<file path="src/ebp_cfg.svh">
`ifndef EBP_CFG_SVH
`define EBP_CFG_SVH

// register byte offsets
`define EBP_OFF_CMD      12'h000
`define EBP_OFF_BLOCK    12'h004
`define EBP_OFF_PW0      12'h008
`define EBP_OFF_PW1      12'h00C
`define EBP_OFF_PW2      12'h010
`define EBP_OFF_PWCNT    12'h014
`define EBP_OFF_PROT     12'h018
`define EBP_OFF_STATUS   12'h01C
`define EBP_OFF_RESULT   12'h020
`define EBP_OFF_ACCADDR  12'h024
`define EBP_OFF_ACCCTL   12'h028
`define EBP_OFF_GEOM     12'h02C

// store geometry
`define EBP_NUM_BLOCKS   16
`define EBP_BLK_BITS     4
`define EBP_STORE_BYTES  2048
`define EBP_BLK_BYTES    (`EBP_STORE_BYTES / `EBP_NUM_BLOCKS)
`define EBP_ADDR_BITS    11
`define EBP_BLK_SHIFT    7

// status bit positions
`define EBP_ST_RDBUSY    0
`define EBP_ST_NOPERM    1
`define EBP_ST_WKCOPY    2
`define EBP_ST_WKERASE   3
`define EBP_ST_WORKING   4

// protection field: bits 1:0 level, bit 3 privileged
`define EBP_PROT_PRIV    3

// access control bits
`define EBP_ACC_WRITE    0
`define EBP_ACC_USER     1

// write engine busy time
`define EBP_WRITE_NS     80
`define EBP_CLK_NS       10
`define EBP_WRITE_CYC    (`EBP_WRITE_NS / `EBP_CLK_NS)

`define EBP_ERASED       32'hFFFFFFFF

`endif

</file>
<file path="src/ebp_pkg.sv">
package ebp_pkg;
  typedef enum logic [2:0] {
    EBP_CMD_NONE   = 3'h0,
    EBP_CMD_HIDE   = 3'h1,
    EBP_CMD_LOCK   = 3'h2,
    EBP_CMD_UNLOCK = 3'h3,
    EBP_CMD_SETPW  = 3'h4,
    EBP_CMD_SETPRT = 3'h5,
    EBP_CMD_GETPRT = 3'h6,
    EBP_CMD_ACCESS = 3'h7
  } ebp_cmd_type;

  typedef enum logic [1:0] {
    EBP_LVL_RW_LRO = 2'h0,
    EBP_LVL_NA     = 2'h1,
    EBP_LVL_RO     = 2'h2
  } ebp_level_type;

  typedef enum logic [1:0] {
    EBP_ST_IDLE  = 2'b00,
    EBP_ST_WRITE = 2'b01,
    EBP_ST_DONE  = 2'b11
  } ebp_state_type;
endpackage

</file>
<file path="src/ebp_top.sv">
// Our own choices: the AXI4-Lite slave port and the address map.
`timescale 1ns/1ns
`include "ebp_cfg.svh"
// How it works
// - a read attempted while a write runs sets the read-during-write flag
// - addresses are zero-based byte offsets; block start is block times size
// - every block has the same size: store bytes over block count
// - any block but 0 can be hidden; hidden blocks refuse access, password set and protection set until reset
// - lock only takes effect on blocks that already have a password
// - after lock or unlock, result is 1 when unlocked, 0 when locked
// - while block 0 is locked every other block is denied
// - a password is accepted once; later sets fail with no-permission
// - new password leaves block unlocked until a lock of it or block 0
// - with block 0 unlocked, blocks follow their own lock and level
// - protection set assumes none written before; it simply overwrites
// - blocks 1 and up use block 0 flags ORed with their own
// - privileged-only flag denies user accesses, else all allowed
// - read-write level: full when no password or unlocked, read if locked
// - no-access level: nothing unless password set and unlocked
// - read-only level: read when no password or unlocked, none if locked
// - unlock succeeds only if the word count and all supplied words match stored ones
// - password and protection set return the five-bit status word
// - refused writes set the no-permission flag
module ebp_top
  import ebp_pkg::*;
(
  // clock and reset
  input  wire logic        ref_clk,
  input  wire logic        rst,
  // axi4-lite write address and data
  input  wire logic [11:0] s_axi_awaddr,
  input  wire logic        s_axi_awvalid,
  output logic             s_axi_awready,
  input  wire logic [31:0] s_axi_wdata,
  input  wire logic [3:0]  s_axi_wstrb,
  input  wire logic        s_axi_wvalid,
  output logic             s_axi_wready,
  // axi4-lite write response
  output logic [1:0]       s_axi_bresp,
  output logic             s_axi_bvalid,
  input  wire logic        s_axi_bready,
  // axi4-lite read
  input  wire logic [11:0] s_axi_araddr,
  input  wire logic        s_axi_arvalid,
  output logic             s_axi_arready,
  output logic [31:0]      s_axi_rdata,
  output logic [1:0]       s_axi_rresp,
  output logic             s_axi_rvalid,
  input  wire logic        s_axi_rready,
  // access verdict for the store behind
  output logic             access_grant_ff
);

  localparam int NB = `EBP_NUM_BLOCKS;

  // ----------------------------------------------------------------
  // protection state
  // ----------------------------------------------------------------
  logic [31:0]          pw_ff [NB][3];
  logic [1:0]           pwcnt_ff [NB];
  logic [NB-1:0]        haspw_ff;
  logic [NB-1:0]        locked_ff;
  logic [NB-1:0]        hidden_ff;
  logic [3:0]           prot_ff [NB];

  // software-visible parameter registers and engine state
  logic [`EBP_BLK_BITS-1:0] blk_ff;
  logic [31:0]          pwin_ff [3];
  logic [1:0]           pwincnt_ff;
  logic [3:0]           protin_ff;
  logic [`EBP_ADDR_BITS-1:0] accaddr_ff;
  logic [1:0]           accctl_ff;
  logic [4:0]           status_ff;
  logic [3:0]           result_ff;
  ebp_state_type        state_ff;
  logic [3:0]           wcnt_ff;

  // ----------------------------------------------------------------
  // axi4-lite write path
  // ----------------------------------------------------------------
  logic        aw_hold_ff;
  logic        w_hold_ff;
  logic [11:0] awaddr_ff;
  logic [31:0] wdata_ff;
  logic        wr_go;
  logic [2:0]  cmd_go;
  logic        cmd_fire;

  assign wr_go = aw_hold_ff && w_hold_ff;
  assign cmd_fire = wr_go && awaddr_ff == `EBP_OFF_CMD;
  assign cmd_go = wdata_ff[2:0];

  always_ff @(posedge ref_clk) begin
    if (rst) begin
      aw_hold_ff   <= 1'b0;
      w_hold_ff    <= 1'b0;
      awaddr_ff    <= 12'h000;
      wdata_ff     <= 32'h00000000;
      s_axi_bvalid <= 1'b0;
      s_axi_bresp  <= 2'h0;
      s_axi_awready <= 1'b1;
      s_axi_wready  <= 1'b1;
    end else begin
      if (s_axi_awvalid && s_axi_awready) begin
        aw_hold_ff    <= 1'b1;
        awaddr_ff     <= s_axi_awaddr;
        s_axi_awready <= 1'b0;
      end
      if (s_axi_wvalid && s_axi_wready) begin
        w_hold_ff    <= 1'b1;
        wdata_ff     <= s_axi_wdata;
        s_axi_wready <= 1'b0;
      end
      if (wr_go) begin
        aw_hold_ff   <= 1'b0;
        w_hold_ff    <= 1'b0;
        s_axi_bvalid <= 1'b1;
        s_axi_bresp  <= (awaddr_ff > `EBP_OFF_GEOM) ? 2'h2 : 2'h0;
      end else if (s_axi_bvalid && s_axi_bready) begin
        s_axi_bvalid  <= 1'b0;
        s_axi_awready <= 1'b1;
        s_axi_wready  <= 1'b1;
      end
    end
  end

  // ----------------------------------------------------------------
  // access decision
  // ----------------------------------------------------------------
  logic [`EBP_BLK_BITS-1:0] acc_blk;
  logic [3:0] eff_prot;
  logic       acc_rd_ok;
  logic       acc_wr_ok;
  logic       open_blk;
  logic       gate_ok;

  assign acc_blk = accaddr_ff[`EBP_ADDR_BITS-1:`EBP_BLK_SHIFT];

  always_comb begin
    eff_prot = (acc_blk != '0) ? (prot_ff[acc_blk] | prot_ff[0]) : prot_ff[acc_blk];
    open_blk = !haspw_ff[acc_blk] || !locked_ff[acc_blk];
    gate_ok = (acc_blk == '0) || !haspw_ff[0] || !locked_ff[0];
    acc_rd_ok = 1'b0;
    acc_wr_ok = 1'b0;
    case (eff_prot[1:0])
      EBP_LVL_RW_LRO: begin
        acc_rd_ok = 1'b1;
        acc_wr_ok = open_blk;
      end
      EBP_LVL_NA: begin
        acc_rd_ok = haspw_ff[acc_blk] && !locked_ff[acc_blk];
        acc_wr_ok = acc_rd_ok;
      end
      default: begin
        acc_rd_ok = open_blk;
      end
    endcase
    if ((eff_prot[`EBP_PROT_PRIV] && accctl_ff[`EBP_ACC_USER]) ||
        hidden_ff[acc_blk] || !gate_ok) begin
      acc_rd_ok = 1'b0;
      acc_wr_ok = 1'b0;
    end
  end

  // ----------------------------------------------------------------
  // command engine
  // ----------------------------------------------------------------
  logic pw_match;
  logic busy;

  assign busy = state_ff == EBP_ST_WRITE;

  always_comb begin
    pw_match = pwincnt_ff == pwcnt_ff[blk_ff];
    for (int i = 0; i < 3; i++) begin
      if (i < int'(pwincnt_ff) && pwin_ff[i] != pw_ff[blk_ff][i]) begin
        pw_match = 1'b0;
      end
    end
  end

  always_ff @(posedge ref_clk) begin
    if (rst) begin
      hidden_ff <= '0;
      locked_ff <= '1; // only matters where a password exists
      haspw_ff  <= '0;
      pwcnt_ff  <= '{default: 2'h0};
      prot_ff   <= '{default: 4'h0};
      pw_ff     <= '{default: 32'h00000000};
      result_ff       <= 4'h0;
      status_ff       <= 5'h00;
      state_ff        <= EBP_ST_IDLE;
      wcnt_ff         <= 4'h0;
      access_grant_ff <= 1'b0;
    end else begin
      case (state_ff)
        EBP_ST_WRITE: begin
          status_ff[`EBP_ST_WORKING] <= 1'b1;
          if (wcnt_ff == 4'h1) begin
            state_ff <= EBP_ST_DONE;
          end
          wcnt_ff <= wcnt_ff - 4'h1;
        end
        EBP_ST_DONE: begin
          status_ff[`EBP_ST_WORKING] <= 1'b0;
          state_ff <= EBP_ST_IDLE;
        end
        default: state_ff <= EBP_ST_IDLE;
      endcase
      if (cmd_fire) begin
        case (cmd_go)
          EBP_CMD_HIDE: begin
            if (blk_ff != '0) begin
              hidden_ff[blk_ff] <= 1'b1;
            end
          end
          EBP_CMD_LOCK: begin
            if (haspw_ff[blk_ff] && blk_ff == '0) begin
              locked_ff <= '1;
            end else if (haspw_ff[blk_ff]) begin
              locked_ff[blk_ff] <= 1'b1;
            end
            result_ff <= {3'h0, !haspw_ff[blk_ff]};
          end
          EBP_CMD_UNLOCK: begin
            if (pw_match) begin
              locked_ff[blk_ff] <= 1'b0;
            end
            result_ff <= {3'h0, !haspw_ff[blk_ff] || pw_match ||
                          !locked_ff[blk_ff]};
          end
          EBP_CMD_SETPW: begin
            status_ff <= 5'h00;
            if (busy) begin
              status_ff[`EBP_ST_WORKING] <= 1'b1;
            end else if (haspw_ff[blk_ff] || hidden_ff[blk_ff]) begin
              status_ff[`EBP_ST_NOPERM] <= 1'b1;
            end else begin
              haspw_ff[blk_ff]  <= 1'b1;
              locked_ff[blk_ff] <= 1'b0;
              pwcnt_ff[blk_ff]  <= pwincnt_ff;
              pw_ff[blk_ff]     <= pwin_ff;
              state_ff <= EBP_ST_WRITE;
              wcnt_ff  <= 4'(`EBP_WRITE_CYC);
            end
          end
          EBP_CMD_SETPRT: begin
            status_ff <= 5'h00;
            if (busy) begin
              status_ff[`EBP_ST_WORKING] <= 1'b1;
            end else if (hidden_ff[blk_ff] ||
                         (haspw_ff[blk_ff] && locked_ff[blk_ff]) ||
                         (blk_ff != '0 && locked_ff[0] && haspw_ff[0])) begin
              status_ff[`EBP_ST_NOPERM] <= 1'b1;
            end else begin
              prot_ff[blk_ff] <= protin_ff;
              state_ff <= EBP_ST_WRITE;
              wcnt_ff  <= 4'(`EBP_WRITE_CYC);
            end
          end
          EBP_CMD_GETPRT: begin
            result_ff <= prot_ff[blk_ff];
          end
          EBP_CMD_ACCESS: begin
            if (accctl_ff[`EBP_ACC_WRITE]) begin
              if (busy) begin
                status_ff[`EBP_ST_WORKING] <= 1'b1;
                access_grant_ff <= 1'b0;
              end else begin
                access_grant_ff <= acc_wr_ok;
                status_ff[`EBP_ST_NOPERM] <= !acc_wr_ok;
                if (acc_wr_ok) begin
                  state_ff <= EBP_ST_WRITE;
                  wcnt_ff  <= 4'(`EBP_WRITE_CYC);
                end
              end
            end else begin
              access_grant_ff <= acc_rd_ok && !busy;
              status_ff[`EBP_ST_RDBUSY] <= busy;
            end
          end
          default: ;
        endcase
      end
    end
  end

  // ----------------------------------------------------------------
  // parameter registers
  // ----------------------------------------------------------------
  always_ff @(posedge ref_clk) begin
    if (rst) begin
      blk_ff     <= '0;
      pwincnt_ff <= 2'h1;
      protin_ff  <= 4'h0;
      accaddr_ff <= '0;
      accctl_ff  <= 2'h0;
      pwin_ff    <= '{default: 32'h00000000};
    end else if (wr_go) begin
      if (awaddr_ff == `EBP_OFF_BLOCK) begin
        blk_ff <= wdata_ff[`EBP_BLK_BITS-1:0];
      end else if (awaddr_ff == `EBP_OFF_PW0) begin
        pwin_ff[0] <= wdata_ff;
      end else if (awaddr_ff == `EBP_OFF_PW1) begin
        pwin_ff[1] <= wdata_ff;
      end else if (awaddr_ff == `EBP_OFF_PW2) begin
        pwin_ff[2] <= wdata_ff;
      end else if (awaddr_ff == `EBP_OFF_PWCNT) begin
        pwincnt_ff <= wdata_ff[1:0];
      end else if (awaddr_ff == `EBP_OFF_PROT) begin
        protin_ff <= wdata_ff[3:0];
      end else if (awaddr_ff == `EBP_OFF_ACCADDR) begin
        accaddr_ff <= wdata_ff[`EBP_ADDR_BITS-1:0];
      end else if (awaddr_ff == `EBP_OFF_ACCCTL) begin
        accctl_ff <= wdata_ff[1:0];
      end
    end
  end

  // ----------------------------------------------------------------
  // axi4-lite read path
  // ----------------------------------------------------------------
  logic [31:0] rd_mux;
  logic        rd_bad;

  always_comb begin
    rd_mux = 32'h00000000;
    rd_bad = s_axi_araddr > `EBP_OFF_GEOM;
    if (s_axi_araddr == `EBP_OFF_BLOCK) begin
      rd_mux = {28'h0000000, blk_ff};
    end else if (s_axi_araddr == `EBP_OFF_PWCNT) begin
      rd_mux = {30'h00000000, pwincnt_ff};
    end else if (s_axi_araddr == `EBP_OFF_PROT) begin
      rd_mux = {28'h0000000, protin_ff};
    end else if (s_axi_araddr == `EBP_OFF_STATUS) begin
      rd_mux = {27'h0000000, status_ff};
    end else if (s_axi_araddr == `EBP_OFF_RESULT) begin
      rd_mux = {28'h0000000, result_ff};
    end else if (s_axi_araddr == `EBP_OFF_ACCADDR) begin
      rd_mux = {21'h000000, accaddr_ff};
    end else if (s_axi_araddr == `EBP_OFF_ACCCTL) begin
      rd_mux = {30'h00000000, accctl_ff};
    end else if (s_axi_araddr == `EBP_OFF_GEOM) begin
      rd_mux = {16'(`EBP_STORE_BYTES), 16'(`EBP_NUM_BLOCKS)};
    end
  end

  always_ff @(posedge ref_clk) begin
    if (rst) begin
      s_axi_rvalid  <= 1'b0;
      s_axi_rdata   <= 32'h00000000;
      s_axi_rresp   <= 2'h0;
      s_axi_arready <= 1'b1;
    end else if (s_axi_arvalid && s_axi_arready) begin
      s_axi_rvalid  <= 1'b1;
      s_axi_rdata   <= rd_mux;
      s_axi_rresp   <= rd_bad ? 2'h2 : 2'h0;
      s_axi_arready <= 1'b0;
    end else if (s_axi_rvalid && s_axi_rready) begin
      s_axi_rvalid  <= 1'b0;
      s_axi_arready <= 1'b1;
    end
  end

  // ----------------------------------------------------------------
  // checks
  // ----------------------------------------------------------------
  AST_HIDE_ZERO: assert property (@(posedge ref_clk) disable iff (rst)
    !hidden_ff[0]) else $error("block 0 hidden");
  AST_SETPW_UNLOCK: assert property (@(posedge ref_clk) disable iff (rst)
    cmd_fire && cmd_go == EBP_CMD_SETPW && !busy && !haspw_ff[blk_ff]
    && !hidden_ff[blk_ff] |=> !locked_ff[$past(blk_ff)] && haspw_ff[$past(blk_ff)])
    else $error("new password not unlocked");
  AST_SETPW_TWICE: assert property (@(posedge ref_clk) disable iff (rst)
    cmd_fire && cmd_go == EBP_CMD_SETPW && !busy && haspw_ff[blk_ff]
    |=> status_ff[`EBP_ST_NOPERM]) else $error("second password not flagged");
  AST_LOCK_NOPW: assert property (@(posedge ref_clk) disable iff (rst)
    cmd_fire && cmd_go == EBP_CMD_LOCK && !haspw_ff[blk_ff]
    |=> result_ff == 4'h1) else $error("lock without password not reported");
  AST_GATE: assert property (@(posedge ref_clk) disable iff (rst)
    acc_blk != '0 && locked_ff[0] && haspw_ff[0] |-> !acc_rd_ok && !acc_wr_ok)
    else $error("access through locked block 0");
  AST_USER: assert property (@(posedge ref_clk) disable iff (rst)
    eff_prot[`EBP_PROT_PRIV] && accctl_ff[`EBP_ACC_USER] |-> !acc_rd_ok)
    else $error("user access to privileged block");
  AST_RDBUSY: assert property (@(posedge ref_clk) disable iff (rst)
    cmd_fire && cmd_go == EBP_CMD_ACCESS && !accctl_ff[0] && busy
    |=> status_ff[`EBP_ST_RDBUSY] && !access_grant_ff)
    else $error("read during write missed");
  AST_WORK_LEN: assert property (@(posedge ref_clk) disable iff (rst)
    $rose(status_ff[`EBP_ST_WORKING]) && !cmd_fire |-> ##[1:9] !busy)
    else $error("engine stays busy too long");
endmodule

</file>
<file path="config.mk">
export PLATFORM = sky130hd
export DESIGN_NAME = ebp_top
export DESIGN_NICKNAME = d
export VERILOG_FILES = /design/src/ebp_pkg.sv /design/src/ebp_top.sv
export VERILOG_INCLUDE_DIRS = /design/src
export SDC_FILE = /design/constraint.sdc
export NUM_CORES = 2
export LEC_CHECK = 0
export ABC_CLOCK_PERIOD_IN_PS = 4500
export BUFFER_PORTS_ARGS = -buffer_cell sky130_fd_sc_hd__buf_2
export CAP_MARGIN = 20
export CORE_MARGIN = 5
export CORE_UTILIZATION = 50
export CTS_CLUSTER_DIAMETER = 80
export DETAILED_ROUTE_END_ITERATION = 8
export MAX_ROUTING_LAYER = met4
export PLACE_DENSITY = 0.72
export SYNTH_ARGS = -nofsm -noshare
export SYNTH_HDL_FRONTEND = slang
export SYNTH_SLANG_ARGS = --single-unit
</file>
<file path="constraint.sdc">
create_clock -name ref_clk -period 4.5 [get_ports ref_clk]
set_input_delay 0.45 -clock ref_clk [delete_from_list [all_inputs] [get_ports ref_clk]]
set_output_delay 0.45 -clock ref_clk [all_outputs]
set_load 0.02 [all_outputs]
</file>
==> run_results.csv <==
group,metric,value,unit
synth,avgSynthCellArea,8.49,um^2
worst_setup_path,cp-start-kind,"flop",
finish,n_fill_cell,14000,
synth,synth_top_flop_cell,"dfxtp_1",
timing,hold_viol_final,0,
worst_setup_path,critical_path_arrival,5090,ps
global_route,grt_max_degree,235,
timing,rsz0062_at_grt,"false",
routing,vias,72000,
floorplanning,die_h,414,um
worst_setup_path,crit_path_max_incr_delay,720,ps
clock_network,cts_tree,"yes",
floorplanning,fp-row-count,148,
synth,synth_area,0.0818,mm^2
global_route,grt_pass1_wl,416,mm
worst_setup_path,critPathMaxFanout,17,
global_route,grt-ovfl-total,0,
synth,yosysWarningCount,0,
finish,drive_above_1_share,12.6,%
timing,worst_clock_skew,58.8,ps
power,p_per_area,368,mW/mm^2
synth,seq_area_frac_synth,46.0,%
finish,fin_nets,9384,
worst_setup_path,path_delay_family,"simple AND/OR/NAND/NOR gates",
clock_network,clock_sinks,1878,
routing,first_pass_iters,9,
floorplanning,core,0.163,mm^2
global_route,grtUsageTotal,31.8,%
worst_setup_path,timing_worst_setup_path_type,"reg2reg",
synth,synth_edf_count,0,
status,violations,"DRC",
worst_setup_path,critical_path_buf_inv_count,5,
timing,maxSlewHeadroom,22.5,%
floorplanning,dieArea,0.172,mm^2
routing,first_iter_violations,10400,
routing,wirelength,279,mm
routing,viasPerCell,6.18,
timing,setup_viol_count_final,0,
synth,ys_ff_latch,1878,
synth,ys_types,76,
timing,drv_slew,0,
worst_setup_path,slowest_stage,"nor2b_2",
finish,regArea,0.0376,mm^2
clock_network,cts_made_buffers,189,
routing,drc,2,
finish,postLayoutCoreUtil,56.3,%
placed_design,place_hpwl,155,mm
timing,fin_crit,4360,ps
worst_setup_path,worstSetupEndpointType,"flop",
global_route,grt_pass1_vias,68800,
placed_design,io_buffers,82,
timing,timing.fmax,0.229,GHz
routing,wl_met1,102,mm
timing,tightest_slew,1160,ps
routing,wl_met2,126,mm
finish,area_growth,11.9,%
clock_network,clock_latency,890,ps
routing,dr_wl_met3,33.6,mm
worst_setup_path,required,5230,ps
power,ir_drop,0.370,mV
routing,wl_per_cell,23.9,um
clock_network,htreeDepth,4,
synth,netlist_instances,9628,
timing,finalSetupTns,0,ps
worst_setup_path,crit_top_cell,"buf_4",
placed_design,gp_congestion,0.901,
routing,route.antenna.remaining_nets,0,
floorplanning,io_pins,109,
power,power_leakage,30.2,nW
floorplanning,start_util,50.3,%
flow_run,cap_violations,0,
clock_network,cts_buffer_depth,3,
routing,highest_layer,"met4",
clock_network,cts-root-buf,"clkbuf_16",
status,status,"finished, violations left",
synth,async_flop_share,0,%
finish,multi_input_area,0.0400,mm^2
global_route,antenna_found_initial,3,
clock_network,clk_pin_slew_worst_paths,60,ps
hold_path,min-delay-path-class,"in2reg",
timing,period_share,97.0,%
floorplanning,die-width,414,um
worst_setup_path,crit_path_cell_trace,"buf_12, buf_4, nor2b_2, buf_4, a22oi_1, a21oi_1, o22ai_1, nor4_1, buf_4, o221ai_1, o21ba_1, buf_12, nor4_1, a21oi_1",
worst reg2reg max path, stage by stage (launching register included):
cell and delay [ps]:
dfxtp_4 520, buf_12 250, buf_4 210, nor2b_2 720, buf_4 290, a22oi_1 90
a21oi_1 280, o22ai_1 160, nor4_1 300, buf_4 220, o221ai_1 270, o21ba_1 360
buf_12 200, nor4_1 270, a21oi_1 100
sequential cells by signal (all words and copies together), names as in the netlist, 3 cells and up:
name / flops
prot_ff: 64
haspw_ff: 16
pwcnt_ff: 32
pw_ff: 1536
accaddr_ff: 11
awaddr_ff: 12
locked_ff: 16
s_axi_rdata: 12
hidden_ff: 16
pwin_ff: 96
result_ff: 4
blk_ff: 4
status_ff: 3
wcnt_ff: 4
wdata_ff: 32
protin_ff: 4
synthesized netlist by cell type, types with 10 or more instances:
cell type	instances	area share [%]
a22oi_1	42	0.39
mux2_2	16	0.22
xor2_1	32	0.34
nor2b_1	14	0.11
nor2_1	225	1.0
and2_1	18	0.14
buf_6	37	0.51
nand2b_1	10	0.077
nand2_1	3436	16
nand4_1	22	0.17
nor3_2	10	0.12
buf_2	133	0.81
nor4_1	20	0.15
o21bai_1	19	0.17
dfxtp_1	1878	46
buf_1	17	0.078
a21oi_1	1788	11
mux2i_1	334	4.1
nand3_1	83	0.51
and3_1	22	0.17
buf_4	76	0.70
xnor2_1	90	0.96
a221oi_1	26	0.28
nor3_1	11	0.067
mux4_1	10	0.32
mux4_2	402	11
nor4_2	11	0.17
clkbuf_1	702	3.2
o21ai_0	16	0.098
a22o_1	18	0.19
layout make-up:
class,instances,area share [%]
inverter,11,0.0506
clock inverter,74,1.12
sequential,1878,41.1
tap,2175,2.97
timing repair buffer,442,4.98
clock buffer,270,6.01
antenna,8,0.0219
multi-input combinational,6793,43.7
layer usage:
metal / track usage [%] / vias to the layer above
met3: 6.99 / 1062
met4: 16.8 / 0
li1: - / 31700
met5: - / -
met2: 48.9 / 4658
met1: 39.3 / 34600
cell families (layout without fill, tap and decap cells):
kind of cell | count (synthesis) | count (layout) | share of synthesized area, %
AOI/OAI and AO/OA | 1970 | 1970 | 12.7
xor gates and xnor gates | 122 | 122 | 1.31
adders and majority gates | 2 | 2 | 0.0306
buffers and inverters | 978 | 797 | 5.42
DFF | 1878 | 1878 | 46.0
muxes | 762 | 762 | 15.7
other | 1 | 30 | 0.00459
and+or+nand+nor | 3915 | 3915 | 18.9
timing repair:
action                                 in CTS  in global routing
endpoints found under the hold margin      51                  0
gates resized for setup                     0                  2
setup endpoints to repair                   0                 20
hold buffers                               52                  0
setup buffers                               0                  3
report_power, final:
group | switching [mW] | total (mW) | leakage, nW | internal (mW)
Sequential | 0.0892 | 16.7 | 15.1 | 16.7
Clock | 7.08 | 16.4 | 3.20 | 9.28
Combinational | 0.426 | 0.552 | 11.9 | 0.125
per-stage QoR:
stage          area [um^2]  power (mW)  setup slack, ps  hold slack [ps]  std cells
6_report             91500        33.7              135             60.0      11700
5_1_grt              91500        34.5             62.6              113      11600
4_1_cts              91400        33.7              146             57.2      11600
3_5_place_dp         84400        17.6              177              440      11200
3_3_place_gp         84400        17.6              229              434      11200
2_1_floorplan        81800        17.4             1120              428       9649
path summary, 6_finish.rpt:
| check | start | end | slack (ps) | cells after the start |
|---|---|---|---|---|
| setup / recovery | blk_ff[1]$_SDFFE_PP0P_ | locked_ff[15]$_SDFFE_PP1P_ | 140 | 14 |
| hold / removal | rst | wdata_ff[6]$_SDFFE_PP0P_ | 60 | 2 |
| setup reg to reg | blk_ff[1]$_SDFFE_PP0P_ | locked_ff[15]$_SDFFE_PP1P_ | 140 | 14 |
| hold reg to reg | pw_ff[1234]$_SDFFE_PP0P_ | pw_ff[1234]$_SDFFE_PP0P_ | 450 | 2 |
cells in the final DEF (no fill, tap or decap), drive strengths merged, types with 25 or more instances in the layout:
cell,instances
nand2,3438
dfxtp,1878
a21oi,1789
mux4,412
buf,390
mux2i,334
clkbuf,270
nor2,226
xnor2,90
nand3,83
clkinv,55
dlygate4sd3,52
a22oi,42
xor2,32
nor4,32
a221oi,26
nor3,25
Power figures use the tool's default switching activity.
